[config.mk]
export PLATFORM = sky130hd
export DESIGN_NAME = pwm_shutdown_softstart_trim
export DESIGN_NICKNAME = d
export VERILOG_FILES = /design/src/core/pwm_ctrl_pkg.sv /design/src/core/ramp_if.sv /design/src/core/pwm_shutdown_softstart_trim.sv /design/src/core/soft_ramp_timer.sv
export VERILOG_INCLUDE_DIRS = /design/src /design/src/core
export SDC_FILE = /design/constraint.sdc
export NUM_CORES = 1
export LEC_CHECK = 0
export BUFFER_PORTS_ARGS = -buffer_cell sky130_fd_sc_hd__clkbuf_2
export CAP_MARGIN = 15
export CORE_MARGIN = 2
export CORE_UTILIZATION = 52
export CTS_CLUSTER_DIAMETER = 80
export DETAILED_ROUTE_END_ITERATION = 8
export PLACE_DENSITY = 0.86
export SLEW_MARGIN = 20
export SYNTH_ARGS = -nofsm -noshare
export SYNTH_HDL_FRONTEND = slang
export SYNTH_SLANG_ARGS = --single-unit
[constraint.sdc]
create_clock -name REF_CLK_I -period 2 [get_ports REF_CLK_I]
set_input_delay 0.1 -clock REF_CLK_I [delete_from_list [all_inputs] [get_ports REF_CLK_I]]
set_output_delay 0.1 -clock REF_CLK_I [all_outputs]
set_load 0.01 [all_outputs]
[src/core/pwm_ctrl_consts.svh]
// Summary of operation
// (RULE1) Shutdown-group bits 3..0 mark channels 4..1 as members when set.
// (RULE2) Leaving shutdown with hold bit clear, members stay stopped; others start.
// (RULE3) Soft ramp runs on shutdown entry/exit and on power-down input changes.
// (RULE4) Period code upper bits 001 skips the 50% duty interval entirely.
// (RULE5) Codes 01000..01111 give 16.5..125.7 ms; 01111 is the reset default.
// (RULE6) Codes 10000..11111 give 164.6..13196.4 ms intervals.
// (RULE7) Internal oscillator enables clock-rate detection without an external reference.
// (RULE8) Writing 0x00 to trim register 0x1B selects the factory trim value.
// (RULE9) Host runs the trim after every reset before trusting rate detection.
// (RULE10) Trim register bit 6 is read-only; reads one once trimming is done.
// (RULE11) Trim bit 1 resets to one; writing zero selects factory trim.
// (RULE12) Host writes reserved bits only with their default values.
`ifndef PWM_CTRL_CONSTS_SVH
`define PWM_CTRL_CONSTS_SVH

// ----------------------------------------
// register map
// ----------------------------------------
`define ADDR_SHUTDOWN_GROUP 8'h19
`define ADDR_SOFT_PERIOD 8'h1A
`define ADDR_OSC_TRIM 8'h1B
`define RST_SHUTDOWN_GROUP 8'h30
`define RST_SOFT_PERIOD 8'h6F
`define RST_OSC_TRIM 8'h82
`define BIT_TIMER_DISABLE 7
`define BIT_TRIM_DONE 6
`define BIT_FACTORY_OFF 1
`define SKIP_CODE_TOP 3'h1

// ----------------------------------------
// timing
// ----------------------------------------
`define CLK_PERIOD_NS 50
`define TENTH_MS_NS 100000
`define TRIM_CYCLES 8'h40

// ----------------------------------------
// ramp lengths in tenths of a millisecond
// ----------------------------------------
`define SS_T08 18'h000A5
`define SS_T09 18'h000EF
`define SS_T0A 18'h0013A
`define SS_T0B 18'h00194
`define SS_T0C 18'h0021B
`define SS_T0D 18'h002BF
`define SS_T0E 18'h003AE
`define SS_T0F 18'h004E9
`define SS_T10 18'h0066E
`define SS_T11 18'h0095A
`define SS_T12 18'h00C46
`define SS_T13 18'h00FC7
`define SS_T14 18'h0150A
`define SS_T15 18'h01B77
`define SS_T16 18'h024D1
`define SS_T17 18'h03116
`define SS_T18 18'h04381
`define SS_T19 18'h06230
`define SS_T1A 18'h080DF
`define SS_T1B 18'h0A5B1
`define SS_T1C 18'h0DCEC
`define SS_T1D 18'h1206D
`define SS_T1E 18'h1829D
`define SS_T1F 18'h2037C

`endif

[src/core/pwm_ctrl_pkg.sv]
package pwm_ctrl_pkg;
   typedef enum logic [1:0] {
      ST_DOWN,
      ST_RAMP_UP,
      ST_RUN,
      ST_RAMP_DOWN
   } seq_state_type;
   typedef logic [7:0] reg_byte_type;
   typedef logic [17:0] tenths_type;
endpackage

[src/core/ramp_if.sv]
interface ramp_if;
   logic start;
   logic skip;
   logic [4:0] code;
   logic busy;
   logic done;
   modport ctrl (output start, output skip, output code, input busy, input done);
   modport timer (input start, input skip, input code, output busy, output done);
endinterface

[src/core/pwm_shutdown_softstart_trim.sv]
`include "pwm_ctrl_consts.svh"
module pwm_shutdown_softstart_trim
   import pwm_ctrl_pkg::*;
#(
   parameter int unsigned CYCLES_PER_TENTH = `TENTH_MS_NS / `CLK_PERIOD_NS,
   parameter logic [7:0] DEFAULT_TRIM = 8'h80
) (
   input wire logic REF_CLK_I,
   input wire logic RESET_I,
   input wire logic [7:0] REG_ADDR_I,
   input wire logic [7:0] REG_WDATA_I,
   input wire logic REG_WR_I,
   input wire logic REG_RD_I,
   output logic [7:0] REG_RDATA_O,
   input wire logic ALL_SHUTDOWN_I,
   input wire logic HOLD_GROUP_I,
   input wire logic POWER_DOWN_INPUT_I,
   input wire logic [7:0] FACTORY_TRIM_I,
   output logic [3:0] CH_RUN_O,
   output logic HALF_DUTY_O,
   output logic [7:0] OSC_TRIM_O,
   output logic FACTORY_TRIM_SEL_O,
   output logic RATE_DETECT_EN_O
);
   localparam int TRIM_BOUND = 66;

   // ----------------------------------------
   // pin synchroniser
   // ----------------------------------------
   logic pdn_meta_reg;
   logic pdn_sync_reg;
   always_ff @(posedge REF_CLK_I) begin
      pdn_meta_reg <= POWER_DOWN_INPUT_I;
      pdn_sync_reg <= pdn_meta_reg;
   end

   // ----------------------------------------
   // register file
   // ----------------------------------------
   reg_byte_type group_reg;
   reg_byte_type period_reg;
   reg_byte_type trim_reg;
   logic trim_done_reg;
   logic [7:0] trim_cnt_reg;
   wire wr_group = REG_WR_I && (REG_ADDR_I == `ADDR_SHUTDOWN_GROUP);
   wire wr_period = REG_WR_I && (REG_ADDR_I == `ADDR_SOFT_PERIOD);
   wire wr_trim = REG_WR_I && (REG_ADDR_I == `ADDR_OSC_TRIM);
   wire trim_last = !trim_done_reg && (trim_cnt_reg == 8'h01);
   wire [7:0] trim_view = {trim_reg[7], trim_done_reg, trim_reg[5:0]}; // RULE10
   wire [7:0] rd_mux = (REG_ADDR_I == `ADDR_SHUTDOWN_GROUP) ? group_reg :
                       (REG_ADDR_I == `ADDR_SOFT_PERIOD) ? period_reg :
                       (REG_ADDR_I == `ADDR_OSC_TRIM) ? trim_view : 8'h00;
   wire factory_sel = !trim_reg[`BIT_FACTORY_OFF]; // RULE8 RULE11

   always_ff @(posedge REF_CLK_I) begin
      if (RESET_I) begin
         group_reg <= `RST_SHUTDOWN_GROUP;
         period_reg <= `RST_SOFT_PERIOD; // RULE5
         trim_reg <= `RST_OSC_TRIM; // RULE11
         REG_RDATA_O <= 8'h00;
      end else begin
         if (wr_group)
            group_reg <= REG_WDATA_I; // RULE1
         if (wr_period)
            period_reg <= REG_WDATA_I;
         if (wr_trim)
            trim_reg <= REG_WDATA_I & 8'hBF;
         if (REG_RD_I)
            REG_RDATA_O <= rd_mux;
      end
   end

   // ----------------------------------------
   // oscillator trim engine
   // ----------------------------------------
   // trim restarts on every write, so a stale done never survives a new trim
   always_ff @(posedge REF_CLK_I) begin
      if (RESET_I) begin
         trim_done_reg <= 1'b0;
         trim_cnt_reg <= 8'h00;
         OSC_TRIM_O <= 8'h00;
         FACTORY_TRIM_SEL_O <= 1'b0;
         RATE_DETECT_EN_O <= 1'b0;
      end else begin
         if (wr_trim) begin
            trim_done_reg <= 1'b0;
            trim_cnt_reg <= `TRIM_CYCLES;
         end else if (trim_last) begin
            trim_done_reg <= 1'b1; // RULE10
         end else if (!trim_done_reg && trim_cnt_reg != 8'h00) begin
            trim_cnt_reg <= trim_cnt_reg - 8'h01;
         end
         OSC_TRIM_O <= factory_sel ? FACTORY_TRIM_I : DEFAULT_TRIM; // RULE8
         FACTORY_TRIM_SEL_O <= factory_sel;
         RATE_DETECT_EN_O <= trim_done_reg; // RULE7 RULE9
      end
   end

   // ----------------------------------------
   // shutdown sequencer
   // ----------------------------------------
   ramp_if rif ();
   seq_state_type state_reg;
   seq_state_type state_next;
   logic [3:0] start_mask_reg;
   wire shut_now = ALL_SHUTDOWN_I || pdn_sync_reg; // RULE3
   wire [3:0] start_mask = HOLD_GROUP_I ? 4'hF : ~group_reg[3:0]; // RULE2
   wire go_up = (state_reg == ST_DOWN) && !shut_now;
   wire go_down = (state_reg == ST_RUN) && shut_now;
   // codes 0..7 end at once, so no half-duty cycle may leak out for them
   wire no_ramp_now = rif.skip || (period_reg[4:3] == 2'h0); // RULE4
   wire ramp_next = (state_next == ST_RAMP_UP) || (state_next == ST_RAMP_DOWN);
   // a ramp always completes; a shutdown change mid-ramp is served afterwards
   always_comb begin
      case (state_reg)
         ST_DOWN: state_next = go_up ? ST_RAMP_UP : ST_DOWN;
         ST_RAMP_UP: state_next = rif.done ? ST_RUN : ST_RAMP_UP;
         ST_RUN: state_next = go_down ? ST_RAMP_DOWN : ST_RUN;
         ST_RAMP_DOWN: state_next = rif.done ? ST_DOWN : ST_RAMP_DOWN;
         default: state_next = ST_DOWN;
      endcase
   end

   assign rif.start = go_up || go_down; // RULE3
   assign rif.skip = period_reg[`BIT_TIMER_DISABLE] ||
                     (period_reg[4:2] == `SKIP_CODE_TOP); // RULE4
   assign rif.code = period_reg[4:0];

   always_ff @(posedge REF_CLK_I) begin
      if (RESET_I) begin
         state_reg <= ST_DOWN;
         start_mask_reg <= 4'h0;
         CH_RUN_O <= 4'h0;
         HALF_DUTY_O <= 1'b0;
      end else begin
         state_reg <= state_next;
         if (go_up)
            start_mask_reg <= start_mask; // RULE2
         CH_RUN_O <= (state_next == ST_DOWN) ? 4'h0 : (go_up ? start_mask : start_mask_reg);
         HALF_DUTY_O <= ramp_next && !(rif.start && no_ramp_now); // RULE4
      end
   end

   soft_ramp_timer #(
      .CYCLES_PER_TENTH(CYCLES_PER_TENTH)
   ) u_timer (
      .clk_i(REF_CLK_I),
      .reset_i(RESET_I),
      .rif(rif.timer)
   );
endmodule

[src/core/soft_ramp_timer.sv]
`include "pwm_ctrl_consts.svh"
module soft_ramp_timer
   import pwm_ctrl_pkg::*;
#(
   parameter int unsigned CYCLES_PER_TENTH = 2000
) (
   input wire logic clk_i,
   input wire logic reset_i,
   ramp_if.timer rif
);
   // ----------------------------------------
   // code to length lookup
   // ----------------------------------------
   tenths_type len_sel;
   always_comb begin
      case (rif.code)
         5'h08: len_sel = `SS_T08;
         5'h09: len_sel = `SS_T09;
         5'h0A: len_sel = `SS_T0A;
         5'h0B: len_sel = `SS_T0B;
         5'h0C: len_sel = `SS_T0C;
         5'h0D: len_sel = `SS_T0D;
         5'h0E: len_sel = `SS_T0E;
         5'h0F: len_sel = `SS_T0F; // RULE5
         5'h10: len_sel = `SS_T10;
         5'h11: len_sel = `SS_T11;
         5'h12: len_sel = `SS_T12;
         5'h13: len_sel = `SS_T13;
         5'h14: len_sel = `SS_T14;
         5'h15: len_sel = `SS_T15;
         5'h16: len_sel = `SS_T16;
         5'h17: len_sel = `SS_T17;
         5'h18: len_sel = `SS_T18;
         5'h19: len_sel = `SS_T19;
         5'h1A: len_sel = `SS_T1A;
         5'h1B: len_sel = `SS_T1B;
         5'h1C: len_sel = `SS_T1C;
         5'h1D: len_sel = `SS_T1D;
         5'h1E: len_sel = `SS_T1E;
         5'h1F: len_sel = `SS_T1F; // RULE6
         default: len_sel = 18'h00000;
      endcase
   end

   // ----------------------------------------
   // prescaler and tenths counter
   // ----------------------------------------
   logic [15:0] pre_reg;
   tenths_type left_reg;
   logic busy_reg;
   logic done_reg;
   wire no_ramp = rif.skip || (len_sel == 18'h00000); // RULE4
   wire pre_wrap = (pre_reg == 16'(CYCLES_PER_TENTH - 1));
   wire last_tick = busy_reg && pre_wrap && (left_reg == 18'h00001);

   always_ff @(posedge clk_i) begin
      if (reset_i) begin
         pre_reg <= 16'h0000;
         left_reg <= 18'h00000;
         busy_reg <= 1'b0;
         done_reg <= 1'b0;
      end else if (rif.start) begin
         pre_reg <= 16'h0000;
         left_reg <= len_sel;
         busy_reg <= !no_ramp;
         done_reg <= no_ramp;
      end else begin
         pre_reg <= (busy_reg && !pre_wrap) ? pre_reg + 16'h0001 : 16'h0000;
         left_reg <= (busy_reg && pre_wrap) ? left_reg - 18'h00001 : left_reg;
         busy_reg <= busy_reg && !last_tick;
         done_reg <= last_tick;
      end
   end
   assign rif.busy = busy_reg;
   assign rif.done = done_reg;
endmodule

Word-level counts from Yosys, hierarchy flattened:

Memory sizes are Yosys's and may differ from the RTL's. A register that Yosys moved wholly into a read port is not among the register bits.
Index checks and enable logic that the tools add are counted.

* register bits after elaboration: 99
* memory bits (read-only): 576
* input port bits: 31
* output and inout bits: 23
* word-level logic and storage cells: 100
* memories kept: 1

Memories
* (name not given): words 32, bits a word 18, read ports 1, clocked after memory_dff 1, wr ports 0, line soft_ramp_timer.sv:16 `case (rif.code)`

* $add $sub $neg: 3
* equality and inequality tests: 13
* multiplexer cells: 20
* bitwise logic cells: 3
* reductions and logical operators: 39

Operators with widths (number)
* $mux 18: 2
* $mux 8: 4
* $eq 8x5->1 const B: 3
* $mux 7: 3
* $eq 18x1->1 const B: 1
* $logic_not 18->1: 1
* $sub 18x1->18 const B: 1
* $add 16x1->16 const B: 1
* $eq 16x11->1 const B: 1
* $logic_and 1x1->1: 13
* $mux 5: 2
* $eq 8x1->1 const B: 1
* $mux 4: 2
* $pmux 2 s4: 1
* $reduce_bool 8->1: 1
* $sub 8x1->8 const B: 1
* $logic_not 1->1: 7
* $eq 2x2->1 const B: 3
* $logic_not 2->1: 3
* $logic_or 1x1->1: 6
* $reduce_or 2->1: 3
* $eq 2x1->1 const B: 2
* $mux 1: 4
* $mux 2: 2
* other kinds (7): 10

Longest topological paths before layout:

Gate-level depths: netlist of run 1.

* depth after elaboration: 8
* gate-level depth with buffers: 13
* mapped depth without buffers: 10

Modules after synthesis:

Synthesis of run 1 repeated with hierarchy kept, for this count alone.

* cells, all modules: 560
* area, all modules: 4986.0 um^2

By module, submodules not included
* pwm_shutdown_softstart_trim: times used 1, cells each 261, area each 2565.0 um^2, sequential area each 1261.2 um^2
* soft_ramp_timer: times used 1, cells each 299, area each 2421.1 um^2, sequential area each 720.7 um^2

Worst setup path before layout of run 1:

Ideal clock, no wire load.

* kind: input -> register
* start: input REG_ADDR_I[1]
* end: register, netlist name u_timer.len_sel[2]
* setup time: 92 ps
* arrival: 2118 ps
* data required time: 1908 ps
* path slack: -210 ps
* stages on the path: 11
* cell sequence: nor2b_1 buf_2 and4_1 buf_2 mux2_2 inv_1 ha_1 clkbuf_1 nand2b_1 a21oi_1 o32ai_1

* word-level cells in the longest chain between the ends: 4

RTL lines
* from (decl): line pwm_shutdown_softstart_trim.sv:10 `input wire logic [7:0] REG_ADDR_I,`
* $eq 8x5->1 (no source line)
* $logic_and 1x1->1: line pwm_shutdown_softstart_trim.sv:46 `` wire wr_period = REG_WR_I && (REG_ADDR_I == `ADDR_SOFT_PERIOD); ``
* $mux 5 (no source line) (2 in a row)

Every way passes these cells.
A chain may end at the register's enable or synchronous reset.

Final worst setup path of run 1:

* start: register trim_cnt_reg[0]
* end: register trim_cnt_reg[3]

* word-level cells in the longest chain between the ends: 4

RTL lines
* from (decl): line pwm_shutdown_softstart_trim.sv:44 `logic [7:0] trim_cnt_reg;`
* from (signal assigned): line pwm_shutdown_softstart_trim.sv:87 `` trim_cnt_reg <= `TRIM_CYCLES; ``
* from (signal assigned): line pwm_shutdown_softstart_trim.sv:91 `trim_cnt_reg <= trim_cnt_reg - 8'h01;`
* parallel branches: the longest is 4 deep, another holds $sub 8x1->8

Parallel ways; which one is timed is not known.

==> results.ini, run 1 <==
[outcome]
outcome=complete, but fails checks
violations=negative setup slack

[synthesis]
synth.lib_cells_used.distinct=60
part_of_the_yosys_area_used_for_sequential_elements_pct=44.72
synth-warning-count=0
synth_edf_count=0
ys.flop_type=dfxtp_1
synth_seq_cells=117
synth_top_cells_by_count=nor2_1 (122), dfxtp_1 (117), a21oi_1 (36), nand2_1 (36), xnor2_1 (22)
yosys.cell_count.top_type=nor2_1
yosysTopAreaCellShare_pct=44.72
ys_async_sr_fraction_pct=0
netlist_area_sq_mm=0.005238
postSynthNetCount=654
synth_top_cells_by_area=dfxtp_1 (45%), nor2_1 (8.7%), xnor2_1 (3.7%), a21oi_1 (3.4%), ha_1 (3.3%)
synth.largest_area_cell=dfxtp_1
avgSynthCellArea_sq_um=8.600
synthesized_netlist_cell_count=609

[timing]
finalSetupViolations=4
fmax_mhz=493.6
final_critical_path_setup_slack_ns=-0.02605
finClkSkew_ns=0.009021
finalHoldViolations=0
hold-worst-slack_ns=0.03519
finalCriticalPeriod_ns=2.026
rsz0062_at_grt=true
setup_total_negative_slack_ns=-0.05281
final-max-slew-violation-count=0
timing.slew.headroom_pct=62.30
final_period_util_pct=101.3
worstMarginPinSlew_ns=0.5603

[grt]
pin_count_of_the_biggest_net_entering_global_routing=40
initial_antenna_violation_count=0
grt_overflow=0
global_route_wire_length_before_repair_um=22210
number_of_global_route_vias_before_repair=4747
grt.total_usage_pct=25.02

[worst_setup_path]
crit_path_dat_ns=2.46
timing.critical_path.from_type=register
worst_path_max_delay_cell=dfxtp_1
path_cells=inv_1 -> ha_1 -> or2_0 -> a31oi_2 -> nand3_2 -> or3_1 -> a21oi_1
worstSetupPathType=reg -> reg
path_max_fanout=4
slowest_stage_delay_cp_ns=0.39
cpLargestDelayFamily=simple AND/OR/NAND/NOR gates
worstPathBufferInverterCount=1
setup.worst_path.end_class=register
worst_ep_required_time_ns=2.43

[placement]
placed_area_sq_mm=0.005912
dpl.hpwl_um=8803
gp_routability_congestion=0.8931
port_buffers=53
pre_cts_slack_ns=-0.1226

[min_path]
hp-class=in -> reg

[routing]
ant_nets=0
first_pass_iters=5
vias_per_cell=5.695
totalWireLength_um=13680
num_vias=4932
drt_drc_violations_left=0
wl_per_instance_um=15.80
dr.first_iter.drc_count=431

[final_layout]
syn2layout_area_growth_pct=29.14
nFillCells=682
numnets_final=765
fin_area_sq_mm=0.006764
antenna_diode_count=0
share_of_final_layout_standard_cells_stronger_than_drive_strength_1_pct=23.60

[power]
vdd_drop_max_uv=561.0
power.leakage_nw=2.765
powerDensity_mw_per_mm2=960.9
total_power_w=0.006499

[cts]
post_cts.repair.setup_buffers=0
cts-root-buf=clkbuf_8
cts.sink_count=117
cts_inserted_buffers=17
reg_clk_slew_reported_paths_ns=0.06
cts-root-to-sink-buffers=2
cts_tree=done
clk_latency_ns=0.52
cts.htree.levels=4

[floorplanning]
die_w_um=104.4
io_pins=54
die_area_sq_mm=0.01089
floorplan.core_area_sq_mm=0.009774
chipHeight_um=104.4
rows=36
starting_utilization_of_the_core_area_pct=53.58

[flow_run]
cap_violations=0

-- path summary, 6_finish.rpt --
path | start | cells past startpoint | endpoint | slack, ns
setup reg to reg | trim_cnt_reg[0] | 7 | trim_cnt_reg[3] | -0.03
setup / recovery | trim_cnt_reg[0] | 7 | trim_cnt_reg[3] | -0.03
hold / removal | HOLD_GROUP_I | 4 | start_mask_reg[1] | 0.04
hold reg to reg | pdn_meta_reg | 0 | pdn_sync_reg | 0.33
-- layout make-up --
type / instances / area, sq um / share of cell area [%]
tap: 133 / 166.4 / 2.460
timing repair buffer: 120 / 815.8 / 12.06
multi-input combinational: 441 / 2780 / 41.10
inverter: 23 / 86.33 / 1.276
clock buffer: 17 / 414.1 / 6.123
sequential: 117 / 2344 / 34.65
clock inverter: 15 / 157.7 / 2.331
-- report_power, final --
part	switching [W]	total [W]	internal, W
registers	0.000140	0.00261	0.00247
logic	0.000525	0.000963	0.000437
clock network	0.00122	0.00293	0.00170
total	0.00189	0.00650	0.00461
-- metal layers --
layer | up-vias | part of all wire (%) | global-route usage [%]
met4 | 0 | 1.9 | 9.556
met5 | - | 0 | 0
met3 | 27 | 6.4 | 5.326
met1 | 2313 | 43 | 31.10
li1 | 2356 | - | -
met2 | 236 | 48 | 42.39
-- placed cells by master, fill, tap and decap left out, types with 16 or more instances in the layout --
| cell type | netlist | routed |
|---|---|---|
| buf_4 | 1 | 48 |
| dfxtp_1 | 117 | 116 |
| o21ai_0 | 17 | 17 |
| clkbuf_2 | 0 | 53 |
| dlygate4sd3_1 | 0 | 19 |
| inv_1 | 20 | 19 |
| nor2_1 | 122 | 122 |
| clkbuf_16 | 0 | 16 |
| nand2_1 | 36 | 35 |
| a211oi_1 | 18 | 17 |
| xnor2_1 | 22 | 22 |
| a21oi_1 | 36 | 36 |
-- logic make-up after synthesis --
group	count (synthesis)	synth area share, %
multiplexers	21	4.300
flip-flops	117	44.72
adder cells (fa/ha/maj)	14	3.345
AND/OR/NAND/NOR	262	24.46
buffers and inverters	51	3.966
AO/OA/AOI/OAI	113	14.02
XOR/XNOR	31	5.184
-- through the flow --
step                      instances  utilization, %
after floorplan                 609               -
after global routing            866           69.20
after detailed placement        815           60.48
after CTS                       866           68.46
after global placement          815           60.48
final                           866           69.20
-- worst reg2reg max path: cells and delay by family (launching register included) --
family / cells / cell delay (ns)
AO/OA/AOI/OAI: 2 / 0.47
adder cells (fa/ha/maj): 1 / 0.23
buffers and inverters: 1 / 0.10
flip-flops: 1 / 0.39
AND/OR/NAND/NOR: 3 / 0.76
-- repair_timing --
item / in CTS / in global routing
hold buffers: 19 / 0
endpoints found under the hold margin: 27 / 0
cloned: 0 / 0
setup endpoints to repair: 11 / 19
gates resized for setup: 4 / 15
pin swaps: 2 / 12
Power figures use the tool's default switching activity.
==> run 2: changes to the inputs <==
--- a/config.mk
+++ b/config.mk
@@ -8,11 +8,13 @@
 export LEC_CHECK = 0
 export BUFFER_PORTS_ARGS = -buffer_cell sky130_fd_sc_hd__clkbuf_2
 export CAP_MARGIN = 15
+export CORE_ASPECT_RATIO = 1.25
 export CORE_MARGIN = 2
-export CORE_UTILIZATION = 52
+export CORE_UTILIZATION = 53
 export CTS_CLUSTER_DIAMETER = 80
 export DETAILED_ROUTE_END_ITERATION = 8
-export PLACE_DENSITY = 0.86
+export GPL_ROUTABILITY_DRIVEN = 0
+export PLACE_DENSITY = 0.87
 export SLEW_MARGIN = 20
 export SYNTH_ARGS = -nofsm -noshare
 export SYNTH_HDL_FRONTEND = slang
==> results.ini, run 2 (synthesis results as in run 1) <==
[outcome]
outcome=complete, but fails checks
violations=negative setup slack

[grt]
grt.total_usage_pct=29.14
number_of_global_route_vias_before_repair=5103
initial_antenna_violation_count=0
grt_overflow=0
global_route_wire_length_before_repair_um=24580
pin_count_of_the_biggest_net_entering_global_routing=40

[power]
power.leakage_nw=2.775
total_power_w=0.006882
switchingPower_w=0.001859
p_int_w=0.005023
clock_power_share_pct=46.4
powerDensity_mw_per_mm2=1012
sequential_group_share_of_total_power_pct=38.1
comb_power_share_pct=15.5
vdd_drop_max_uv=657.5
fraction_of_power_spent_switching_nets_pct=27.01

[routing]
first_pass_iters=6
vias_per_cell=6.232
dr.first_iter.drc_count=567
wl_per_instance_um=18.47
drt_drc_violations_left=0
num_vias=5335
totalWireLength_um=15810
ant_nets=0

[cts]
cts.sink_count=117
cts_inserted_buffers=17
reg_clk_slew_reported_paths_ns=0.06
cts-root-to-sink-buffers=2
cts_tree=done
cts.htree.levels=4
clk_latency_ns=0.42
cts-root-buf=clkbuf_16

[timing]
timing.slew.headroom_pct=61.78
worstMarginPinSlew_ns=0.5681
fmax_mhz=491.8
finalSetupViolations=3
final-max-slew-violation-count=0
final_period_util_pct=101.7
finalCriticalPeriod_ns=2.033
rsz0062_at_grt=true
finalHoldViolations=0
final_critical_path_setup_slack_ns=-0.03337
finClkSkew_ns=0.01052

[final_layout]
numnets_final=762
share_of_final_layout_standard_cells_stronger_than_drive_strength_1_pct=24.11
nFillCells=619
antenna_diode_count=0
layout.core_utilization_pct=70.76
final_cell_mix=nor2_1 (122), dfxtp_1 (115), clkbuf_2 (53)
most_frequent_standard_cell_in_the_layout_excluding_fill_and_tap_cells=nor2_1
syn2layout_area_growth_pct=29.81

[worst_setup_path]
worstSetupPathDepth=6
cpLargestDelayFamily=simple AND/OR/NAND/NOR gates
worstPathBufferInverterCount=0
worst_ep_required_time_ns=2.33
worst_r2r_path_depth=6
crit_path_dat_ns=2.36
worstSetupPathType=reg -> reg
timing.critical_path.from_type=register
path_max_fanout=8
path_cells=or4_4 -> nor3_4 -> and4_4 -> nand4_1 -> xor2_1 -> a211oi_2
slowest_stage_delay_cp_ns=0.54
worst_path_max_delay_cell=or4_4
setup.worst_path.end_class=register

[floorplanning]
floorplan.core_area_sq_mm=0.009609
rows=40
die_area_sq_mm=0.01070
chipHeight_um=115.1
die_w_um=92.92
starting_utilization_of_the_core_area_pct=54.51
io_pins=54

[min_path]
min_delay_path_depth=3
hp-class=in -> reg

[placement]
dpl.hpwl_um=8893
port_buffers=53

[flow_run]
cap_violations=0

==> run 2: timing repair <==
action,4_1_cts,5_1_grt
hold endpoints to repair,14,0
hold buffers,13,0
setup endpoints to repair,14,33
resized for setup,4,19
setup buffers,0,1
pin swaps,2,10
==> run 2: power groups by stage <==
stage	Clock, W	Sequential (W)	Combinational, W
floorplan	0	0.00261	0.000578
global placement	0	0.00262	0.000766
detailed placement	0	0.00263	0.000815
CTS	0.00317	0.00259	0.000880
global route	0.00330	0.00263	0.00113
finish	0.00319	0.00262	0.00107
==> run 2: layer usage <==
metal / GRT usage [%] / vias to the layer above / share of wire (%)
li1: - / 2343 / -
met1: 32.99 / 2483 / 37
met2: 49.03 / 399 / 48
met3: 7.274 / 110 / 9.0
met4: 18.53 / 0 / 5.9
met5: 0 / - / 0
==> run 2: worst register-to-register path, stage by stage, from the launching register on <==
cell and delay, ns:
dfxtp_2 0.32, or4_4 0.55, nor3_4 0.18, and4_4 0.31, nand4_1 0.14, xor2_1 0.21, a211oi_2 0.24
==> run 2: per-stage QoR <==
stage	setup TNS (ns)	hold slack [ns]	setup slack, ns	instance area (sq um)	instances
global placement	-0.4020	0.2138	-0.07132	5931	810
finish	-0.06118	0.02475	-0.03337	6799	856
detailed placement	-1.482	0.2092	-0.1324	5931	810
CTS	0	0.006300	0.008306	6691	855
floorplan	0	0.1277	0.02312	5245	609
global route	-0.7133	0.02952	-0.09817	6799	856
==> run 2: path summary, 6_finish.rpt <==
path                                          from                   end  slack, ns
worst max-delay path            u_timer.pre_reg[4]  u_timer.left_reg[13]      -0.03
worst min-delay path                REG_WDATA_I[0]         period_reg[0]       0.02
worst max register to register  u_timer.pre_reg[4]  u_timer.left_reg[13]      -0.03
worst min register to register        pdn_meta_reg          pdn_sync_reg       0.34
==> run 2: layout make-up <==
type,instances,area (sq um),share of cell area [%]
Inverter,23,86.33,1.270
Clock buffer,20,436.7,6.423
Tap cell,126,157.7,2.319
Sequential cell,117,2345,34.49
Timing Repair Buffer,117,790.8,11.63
Clock inverter,12,180.2,2.650
Multi-Input combinational cell,441,2803,41.22
